==> config.mk <==
export PLATFORM = sky130hd
export DESIGN_NAME = msq_seq
export DESIGN_NICKNAME = d
export VERILOG_FILES = /design/src/core/msq_seq.v
export VERILOG_INCLUDE_DIRS = /design/src /design/src/inc
export SDC_FILE = /design/constraint.sdc
export NUM_CORES = 1
export LEC_CHECK = 0
export BUFFER_PORTS_ARGS = -buffer_cell sky130_fd_sc_hd__buf_2
export CORE_ASPECT_RATIO = 1.75
export CORE_MARGIN = 4
export CORE_UTILIZATION = 45
export CTS_BUF_LIST = sky130_fd_sc_hd__clkbuf_8
export CTS_CLUSTER_DIAMETER = 150
export CTS_CLUSTER_SIZE = 16
export DETAILED_ROUTE_END_ITERATION = 16
export GPL_TIMING_DRIVEN = 0
export PLACE_DENSITY = 0.61
export SLEW_MARGIN = 40
export SYNTH_ARGS = -nofsm -noshare
export SYNTH_HDL_FRONTEND = slang
export SYNTH_SLANG_ARGS = --single-unit
==> constraint.sdc <==
create_clock -name clock_i -period 10.44 [get_ports clock_i]
set_input_delay 1.044 -clock clock_i [delete_from_list [all_inputs] [get_ports clock_i]]
set_output_delay 1.044 -clock clock_i [all_outputs]
set_load 0.02 [all_outputs]
==> src/inc/msq_regs.vh <==
/*
 Register map, field positions, reset values and message codes of the
 sequencer counter block.
 Assumes a 32-bit AXI4-Lite slave with word-aligned registers.
*/
`ifndef MSQ_REGS_VH
`define MSQ_REGS_VH

// ----------------------------------------
// Register byte offsets
// ----------------------------------------
`define MSQ_OFS_REC_COUNT 4'h0
`define MSQ_OFS_CTRL 4'h4
`define MSQ_OFS_ADD_LO 4'h8
`define MSQ_OFS_ADD_HI 4'hc

// ----------------------------------------
// Control fields and reset values
// ----------------------------------------
`define MSQ_CTRL_ADD 5
`define MSQ_CTRL_CLR 4
`define MSQ_RATE_MSB 3
`define MSQ_CTRL_RST 8'h00
`define MSQ_ADD_RST 8'h00

// ----------------------------------------
// Messages, responses and timing
// ----------------------------------------
`define MSQ_MSG_START 8'hfa
`define MSQ_MSG_STOP 8'hfb
`define MSQ_MSG_CONT 8'hfc
`define MSQ_RESP_OK 2'h0
`define MSQ_RESP_ERR 2'h2
`define MSQ_UNIT_LAST 4'hf

`endif

==> src/core/msq_seq.v <==
/*
 Sequencer counters: MIDI clock interpolator, 8-bit recording counter,
 signed playback counter, AXI4-Lite register slave.
 Assumes the MIDI clock pulse, control messages and interrupt clears come
 from logic on the same clock, one cycle wide each.
*/
`timescale 1ns/10ps
`include "msq_regs.vh"
module msq_seq (
   input wire clock_i, // 10 MHz system clock
   input wire rst_n_i, // Async reset, active low
   input wire ce_i, // Clock enable, freezes all state when low
   input wire init_clr_i, // Software initial clear pulse
   input wire midi_clk_i, // Internal MIDI clock pulse
   input wire msg_valid_i, // Control message strobe
   input wire [7:0] msg_code_i, // Control message status byte
   input wire [1:0] msg_dst_i, // Targets: bit0 recording, bit1 playback
   input wire rec_irq_clr_i, // Recording interrupt clear pulse
   input wire play_irq_clr_i, // Playback interrupt clear pulse
   output wire rec_irq_o, // Recording wrap interrupt level
   output wire play_irq_o, // Playback interrupt level
   input wire [3:0] s_axi_awaddr, // Write address
   input wire s_axi_awvalid, // Write address valid
   output wire s_axi_awready, // Write address ready
   input wire [31:0] s_axi_wdata, // Write data
   input wire [3:0] s_axi_wstrb, // Write strobes
   input wire s_axi_wvalid, // Write data valid
   output wire s_axi_wready, // Write data ready
   output wire [1:0] s_axi_bresp, // Write response
   output wire s_axi_bvalid, // Write response valid
   input wire s_axi_bready, // Write response ready
   input wire [3:0] s_axi_araddr, // Read address
   input wire s_axi_arvalid, // Read address valid
   output wire s_axi_arready, // Read address ready
   output wire [31:0] s_axi_rdata, // Read data
   output wire [1:0] s_axi_rresp, // Read response
   output wire s_axi_rvalid, // Read valid
   input wire s_axi_rready // Read ready
);

   // ----------------------------------------
   // Helpers
   // ----------------------------------------
   // Count clocks still owed in the running interval
   function [3:0] owed;
      input [3:0] rate;
      input [3:0] done;
      begin
         owed = (rate > done) ? (rate - done) : 4'h0;
      end
   endfunction

   // ----------------------------------------
   // Register file and bus state
   // ----------------------------------------
   reg [7:0] ctrl_reg;
   reg [7:0] add_lo_reg;
   reg [6:0] add_hi_reg;
   reg add_req_reg;
   reg clr_req_reg;
   reg awready_reg;
   reg wready_reg;
   reg aw_have_reg;
   reg w_have_reg;
   reg [3:0] awaddr_reg;
   reg [31:0] wdata_reg;
   reg [3:0] wstrb_reg;
   reg bvalid_reg;
   reg [1:0] bresp_reg;
   reg arready_reg;
   reg rvalid_reg;
   reg [31:0] rdata_reg;
   reg [1:0] rresp_reg;

   // ----------------------------------------
   // Interpolator and counter state
   // ----------------------------------------
   reg [3:0] pre_reg;
   reg [15:0] meas_reg;
   reg [15:0] per_reg;
   reg [3:0] rate_act_reg;
   reg [19:0] acc_reg;
   reg [3:0] emit_reg;
   reg [4:0] def_reg;
   reg [1:0] act_reg;
   reg [1:0] pend_reg;
   reg [3:0] bur0_reg;
   reg [3:0] bur1_reg;
   reg [7:0] rec_reg;
   reg [15:0] play_reg;
   reg rec_irq_reg;
   reg play_irq_reg;

   wire unit = (pre_reg == `MSQ_UNIT_LAST);
   wire [19:0] acc_sum = acc_reg + {16'h0000, rate_act_reg};
   wire msg_start = msg_valid_i && (msg_code_i == `MSQ_MSG_START);
   wire msg_stop = msg_valid_i && (msg_code_i == `MSQ_MSG_STOP);
   wire msg_cont = msg_valid_i && (msg_code_i == `MSQ_MSG_CONT);

   // Regular tick: on a unit edge when the accumulated share passes the
   // measured period, never beyond the rate, and held off while deferred ticks drain
   wire rtick = unit && !midi_clk_i && (def_reg == 5'h00) &&
      (emit_reg < rate_act_reg) && (acc_sum >= {4'h0, per_reg});
   wire dtick = (def_reg != 5'h00);
   wire tick = rtick || dtick;

   // Per-counter count clocks: shared ticks while running, plus stop burst
   wire rec_tick = (tick && act_reg[0]) || (bur0_reg != 4'h0);
   wire play_tick = (tick && act_reg[1]) || (bur1_reg != 4'h0);

   // ----------------------------------------
   // Interval measurement and tick spacing
   // ----------------------------------------
   // The period and rate latched at one MIDI clock pace the next interval,
   // so a tempo or rate change shows up one MIDI clock later.
   always @(posedge clock_i or negedge rst_n_i) begin
      if (!rst_n_i) begin
         pre_reg <= 4'h0;
         meas_reg <= 16'h0000;
         per_reg <= 16'hffff;
         rate_act_reg <= 4'h0;
         acc_reg <= 20'h00000;
         emit_reg <= 4'h0;
         def_reg <= 5'h00;
      end else if (ce_i) begin
         pre_reg <= pre_reg + 4'h1;
         if (def_reg != 5'h00) begin
            def_reg <= def_reg - 5'h01;
         end
         if (midi_clk_i) begin
            meas_reg <= 16'h0000;
            per_reg <= (meas_reg == 16'h0000) ? 16'h0001 : meas_reg;
            rate_act_reg <= ctrl_reg[`MSQ_RATE_MSB:0];
            acc_reg <= 20'h00000;
            emit_reg <= 4'h0;
            // Missing ticks of the closing interval go out back to back
            def_reg <= def_reg - {4'h0, dtick} +
               {1'b0, owed(rate_act_reg, emit_reg)};
         end else begin
            if (unit && meas_reg != 16'hffff) begin
               meas_reg <= meas_reg + 16'h0001;
            end
            if (unit) begin
               acc_reg <= rtick ? (acc_sum - {4'h0, per_reg}) : acc_sum;
            end
            if (rtick) begin
               emit_reg <= emit_reg + 4'h1;
            end
         end
         if (init_clr_i) begin
            def_reg <= 5'h00;
         end
      end
   end

   // ----------------------------------------
   // Run control of the two counters
   // ----------------------------------------
   // Start and continue only arm a counter; it joins at the next MIDI
   // clock. Stop halts at once but first pays out the ticks still due.
   always @(posedge clock_i or negedge rst_n_i) begin
      if (!rst_n_i) begin
         act_reg <= 2'b00;
         pend_reg <= 2'b00;
         bur0_reg <= 4'h0;
         bur1_reg <= 4'h0;
      end else if (ce_i) begin
         if (bur0_reg != 4'h0) begin
            bur0_reg <= bur0_reg - 4'h1;
         end
         if (bur1_reg != 4'h0) begin
            bur1_reg <= bur1_reg - 4'h1;
         end
         if (midi_clk_i) begin
            act_reg <= act_reg | pend_reg;
            pend_reg <= 2'b00;
         end
         if (msg_start || msg_cont) begin
            pend_reg <= pend_reg | msg_dst_i;
            if (msg_start) begin
               act_reg <= act_reg & ~msg_dst_i;
            end
         end
         if (msg_stop) begin
            act_reg <= act_reg & ~msg_dst_i;
            pend_reg <= pend_reg & ~msg_dst_i;
            if (msg_dst_i[0] && act_reg[0]) begin
               bur0_reg <= owed(rate_act_reg, emit_reg + {3'h0, rtick});
            end
            if (msg_dst_i[1] && act_reg[1]) begin
               bur1_reg <= owed(rate_act_reg, emit_reg + {3'h0, rtick});
            end
         end
         if (init_clr_i) begin
            act_reg <= 2'b00;
            pend_reg <= 2'b00;
            bur0_reg <= 4'h0;
            bur1_reg <= 4'h0;
         end
      end
   end

   // ----------------------------------------
   // Recording counter
   // ----------------------------------------
   // The wrap flag is sticky; a wrap in the clear cycle keeps it set.
   always @(posedge clock_i or negedge rst_n_i) begin
      if (!rst_n_i) begin
         rec_reg <= 8'h00;
         rec_irq_reg <= 1'b0;
      end else if (ce_i) begin
         if (init_clr_i) begin
            rec_reg <= 8'h00;
            rec_irq_reg <= 1'b0;
         end else begin
            if (msg_start && msg_dst_i[0]) begin
               rec_reg <= 8'h00;
            end else if (rec_tick) begin
               rec_reg <= rec_reg + 8'h01;
            end
            if (rec_tick && !(msg_start && msg_dst_i[0]) && rec_reg == 8'hff) begin
               rec_irq_reg <= 1'b1;
            end else if (rec_irq_clr_i) begin
               rec_irq_reg <= 1'b0;
            end
         end
      end
   end

   // ----------------------------------------
   // Playback counter
   // ----------------------------------------
   // Zeroing (start or clear) is applied before the addend, then a count
   // clock subtracts one. Wraps silently at the 16-bit signed range.
   reg [15:0] play_next;
   always @* begin
      play_next = play_reg;
      if ((msg_start && msg_dst_i[1]) || clr_req_reg) begin
         play_next = 16'h0000;
      end
      if (add_req_reg) begin
         play_next = play_next + {1'b0, add_hi_reg, add_lo_reg};
      end
      if (play_tick) begin
         play_next = play_next - 16'h0001;
      end
   end

   wire play_le0 = play_reg[15] || (play_reg == 16'h0000);

   always @(posedge clock_i or negedge rst_n_i) begin
      if (!rst_n_i) begin
         play_reg <= 16'h0000;
         play_irq_reg <= 1'b0;
      end else if (ce_i) begin
         if (init_clr_i) begin
            play_reg <= 16'h0000;
            play_irq_reg <= 1'b0;
         end else begin
            play_reg <= play_next;
            if (play_le0) begin
               play_irq_reg <= 1'b1;
            end else if (play_irq_clr_i) begin
               play_irq_reg <= 1'b0;
            end
         end
      end
   end

   // ----------------------------------------
   // AXI4-Lite write channel
   // ----------------------------------------
   // Address and data are taken in either order; one write at a time.
   // Control bits b5/b4 are one-cycle requests, not stored.
   always @(posedge clock_i or negedge rst_n_i) begin
      if (!rst_n_i) begin
         awready_reg <= 1'b0;
         wready_reg <= 1'b0;
         aw_have_reg <= 1'b0;
         w_have_reg <= 1'b0;
         awaddr_reg <= 4'h0;
         wdata_reg <= 32'h00000000;
         wstrb_reg <= 4'h0;
         bvalid_reg <= 1'b0;
         bresp_reg <= `MSQ_RESP_OK;
         ctrl_reg <= `MSQ_CTRL_RST;
         add_lo_reg <= `MSQ_ADD_RST;
         add_hi_reg <= 7'h00;
         add_req_reg <= 1'b0;
         clr_req_reg <= 1'b0;
      end else if (ce_i) begin
         add_req_reg <= 1'b0;
         clr_req_reg <= 1'b0;
         awready_reg <= !aw_have_reg && !bvalid_reg && !(s_axi_awvalid && awready_reg);
         wready_reg <= !w_have_reg && !bvalid_reg && !(s_axi_wvalid && wready_reg);
         if (s_axi_awvalid && awready_reg) begin
            aw_have_reg <= 1'b1;
            awaddr_reg <= s_axi_awaddr;
         end
         if (s_axi_wvalid && wready_reg) begin
            w_have_reg <= 1'b1;
            wdata_reg <= s_axi_wdata;
            wstrb_reg <= s_axi_wstrb;
         end
         if (aw_have_reg && w_have_reg && !bvalid_reg) begin
            aw_have_reg <= 1'b0;
            w_have_reg <= 1'b0;
            bvalid_reg <= 1'b1;
            bresp_reg <= `MSQ_RESP_OK;
            case ({awaddr_reg[3:2], 2'b00})
               `MSQ_OFS_REC_COUNT: begin
               end
               `MSQ_OFS_CTRL: begin
                  if (wstrb_reg[0]) begin
                     ctrl_reg <= {2'b00, 2'b00, wdata_reg[3:0]};
                     add_req_reg <= wdata_reg[`MSQ_CTRL_ADD];
                     clr_req_reg <= wdata_reg[`MSQ_CTRL_CLR];
                  end
               end
               `MSQ_OFS_ADD_LO: begin
                  if (wstrb_reg[0]) begin
                     add_lo_reg <= wdata_reg[7:0];
                  end
               end
               `MSQ_OFS_ADD_HI: begin
                  if (wstrb_reg[0]) begin
                     add_hi_reg <= wdata_reg[6:0];
                  end
               end
               default: begin
                  bresp_reg <= `MSQ_RESP_ERR;
               end
            endcase
         end
         if (bvalid_reg && s_axi_bready) begin
            bvalid_reg <= 1'b0;
         end
         if (init_clr_i) begin
            ctrl_reg <= `MSQ_CTRL_RST;
            add_lo_reg <= `MSQ_ADD_RST;
            add_hi_reg <= 7'h00;
            add_req_reg <= 1'b0;
            clr_req_reg <= 1'b0;
         end
      end
   end

   // ----------------------------------------
   // AXI4-Lite read channel
   // ----------------------------------------
   // Only the recording count reads back; write-only words read zero.
   always @(posedge clock_i or negedge rst_n_i) begin
      if (!rst_n_i) begin
         arready_reg <= 1'b0;
         rvalid_reg <= 1'b0;
         rdata_reg <= 32'h00000000;
         rresp_reg <= `MSQ_RESP_OK;
      end else if (ce_i) begin
         arready_reg <= !rvalid_reg && !(s_axi_arvalid && arready_reg);
         if (s_axi_arvalid && arready_reg) begin
            rvalid_reg <= 1'b1;
            rdata_reg <= 32'h00000000;
            rresp_reg <= `MSQ_RESP_OK;
            case ({s_axi_araddr[3:2], 2'b00})
               `MSQ_OFS_REC_COUNT: begin
                  rdata_reg <= {24'h000000, rec_reg};
               end
               `MSQ_OFS_CTRL, `MSQ_OFS_ADD_LO, `MSQ_OFS_ADD_HI: begin
               end
               default: begin
                  rresp_reg <= `MSQ_RESP_ERR;
               end
            endcase
         end else if (rvalid_reg && s_axi_rready) begin
            rvalid_reg <= 1'b0;
         end
      end
   end

   // ----------------------------------------
   // Outputs
   // ----------------------------------------
   assign rec_irq_o = rec_irq_reg;
   assign play_irq_o = play_irq_reg;
   assign s_axi_awready = awready_reg;
   assign s_axi_wready = wready_reg;
   assign s_axi_bvalid = bvalid_reg;
   assign s_axi_bresp = bresp_reg;
   assign s_axi_arready = arready_reg;
   assign s_axi_rvalid = rvalid_reg;
   assign s_axi_rdata = rdata_reg;
   assign s_axi_rresp = rresp_reg;

endmodule

==> results.yml <==
outcome:
  status: "finished, final reports clean"
global_routing:
  met1_usage_pct: 23.2
  track_usage_pct: 23.7
  busiest_layer: "met2"
  grt_use_met2_pct: 45.0
  antenna_found_initial: 0
  grt_pass1_wl_mm: 49.5
  grt_max_degree: 75
  use_met3_pct: 3.09
  grt_remaining_overflow: 0
  first_global_vias: 9523
logic_synthesis:
  synth_flop_cell: "dfrtp_1"
  synth.ff_latch_count: 154
  synth.largest_area_cell: "dfrtp_1"
  yosysWarnings: 0
  synth_cell_types: 88
  synth_edf_count: 0
  syn_area_sq_um: 10900
  synth_seq_area_share_pct: 35.6
  synth.area.top_cells: "dfrtp_1 32%, ha_1 7.2%, nand2_1 4.9%"
  syn_inst: 1245
  synth-async-reset-ratio_pct: 100
  synth_top_area_share_pct: 31.7
  avgSynthCellArea_sq_um: 8.74
timing:
  drv_slew: 0
  hold_viol_final: 0
  rsz0062_at_grt: "false"
  fmax_ghz: 0.164
  fin_crit_sh_pct: 58.4
  setup_tns_ps: 0
  tightest_slew_ps: 792
  relSlewSlack_pct: 47.2
  layout_min_cycle_time_ps: 6100
  skew_ps: 19.9
  setup_viol: 0
clock_tree:
  cts_setup_buffers: 0
  cts_max_level: 4
  cts-buffers-inserted: 17
  clock_latency_ps: 500
  cts.sinks: 154
  ctsHoldBuffers: 0
  cts.repair.resized: 0
  cts_buffer_depth: 2
  clockRootBuffer: "clkbuf_8"
  cts_tree: "built"
  clk_pin_slew_ps: 90
layout:
  largest_reg_flops: 20
  final-instance-count-excl-fill: 1664
  drive_above_1_share_pct: 14.7
  syn2layout_area_growth_pct: 11.4
  final_nets: 1479
  antenna_cells: 0
setup_path:
  worst-path-buf-inv: 4
  critPathKind: "flip-flop to flip-flop"
  worstPathMaxFanout: 10
  critical_path_arrival_ps: 6450
  startpoint_type: "flip-flop"
  cp_top_family: "adder cells"
  worstSetupEndpointType: "flip-flop"
  slowest_stage: "clkbuf_1"
  cp_slowest_stage_delay_ps: 440
  crit_top_cell: "ha_1"
  crit_required_ps: 10790
placed_design:
  dp_cells: 1632
  globalplace.congestion: 0.885
  portBuffers: 50
  dp_hpwl_mm: 24.3
die:
  floorplan.initialDensity_pct: 45.5
  die_h_um: 214
  pin_count: 110
  core_area_sq_um: 23900
  fp.dieW_um: 126
  dieArea_sq_um: 26800
  rows: 75
min_path:
  hp-class: "input pin to asynchronous set/reset pin"
power_and_ir_drop:
  total_leakage_power_nw: 5.45
  power.density_nw_per_um2: 222
  irDropWorstVdd_mv: 0.0866
routing:
  wl_per_cell_um: 18.6
  drc: 0
  vias_per_cell: 5.62
  drt_iter0_drc: 392
  routed_wl_mm: 30.9
  vias: 9354
  firstDrtPassIters: 4
  ant_nets: 0
run:
  max_cap_violations: 0
[placed cells by master (no fill, tap or decap), drive strengths merged, types with 5 or more instances in the layout]
cell    instances
nand2         142
dfrtp         138
o21ai         100
inv            97
buf            91
nor2           78
a21oi          69
ha             63
clkbuf         51
mux2           39
xnor2          38
nand3          38
xor2           30
nor3           29
conb           28
o22ai          22
and2           21
nand4          19
a21o           18
mux2i          18
dfstp          16
nor2b          15
a211oi         15
and3           15
nand2b         13
or3            13
o21a           11
nor4           10
o31ai           9
a31oi           8
o21bai          6
nand3b          6
o211ai          6
fa              6
and4            5
[layout make-up]
type	count	area, sq um
Buffer	73	407
Sequential cell	154	3870
Clock inverter	15	186
Inverter	88	330
Timing Repair Buffer	52	315
Fill cell	2335	11800
Tap cell	308	385
Multi-Input combinational cell	957	6390
Clock buffer	17	234
[final timing paths]
check,slack [ps],end,start,cells after the start
max reg2reg,4340,bur0_reg[3]$_DFFE_PN0P_,rate_act_reg[0]$_DFFE_PN0P_,26
min in group clock_i,480,rate_act_reg[2]$_DFFE_PN0P_,ctrl_reg[2]$_DFFE_PN0P_,2
min reg2reg,480,rate_act_reg[2]$_DFFE_PN0P_,ctrl_reg[2]$_DFFE_PN0P_,2
max,4340,bur0_reg[3]$_DFFE_PN0P_,rate_act_reg[0]$_DFFE_PN0P_,26
max in group asynchronous,9020,per_reg[1]$_DFFE_PN1P_,rst_n_i,3
min,380,play_irq_o$_DFFE_PN0P_,rst_n_i,1
[report_power, final]
part	internal (W)	switching, W
Combinational	0.000587	0.000749
Clock	0.000241	0.000256
Sequential	0.000725	0.000135
[stage by stage]
stage	worst slack [ps]	utilization (%)	power, W	instance area (sq um)	hold slack [ps]
6_report	4340	50.7	0.00269	12100	381
5_1_grt	3990	50.7	0.00291	12100	374
4_1_cts	4400	50.7	0.00271	12100	350
3_5_place_dp	4420	48.9	0.00220	11700	463
3_3_place_gp	4410	48.6	0.00217	11600	463
2_1_floorplan	5370	-	0.00186	11000	435
[kinds of logic after synthesis]
kind of cell / after synthesis / share of synthesized area, %
mux: 57 / 5.80
fa+ha+maj: 69 / 8.34
flops: 154 / 35.6
buf+inv: 161 / 6.77
xor+xnor: 68 / 5.47
compound gates: 314 / 18.7
other cells: 1 / 0.0344
simple gates: 421 / 19.3
[synth_stat cells, types with 5 or more instances]
cell type,number
a31oi_1,7
or3_1,13
a21oi_1,69
and4_1,5
mux2i_1,17
a21o_1,18
xor2_1,30
and3_1,13
nor2b_1,15
a211oi_1,14
buf_4,28
o211ai_1,6
nor2_1,78
o21a_1,11
clkbuf_1,33
o22ai_1,21
ha_1,63
o21bai_1,6
nor4_1,8
nand2_1,142
inv_1,88
mux2_2,38
nand3b_1,6
nand3_1,37
o31ai_1,9
dfrtp_1,138
nor3_1,29
xnor2_1,38
o21ai_0,94
o21ai_1,6
dfstp_2,16
and2_1,21
buf_1,5
fa_1,6
nand4_1,18
nand2b_1,13
[per-layer routing]
layer | up-vias | part of all wire, %
met5 | - | 0
met4 | 0 | 7.5
met3 | 80 | 2.1
met2 | 167 | 55
met1 | 4526 | 35
li1 | 4581 | -
Power figures use the tool's default switching activity.
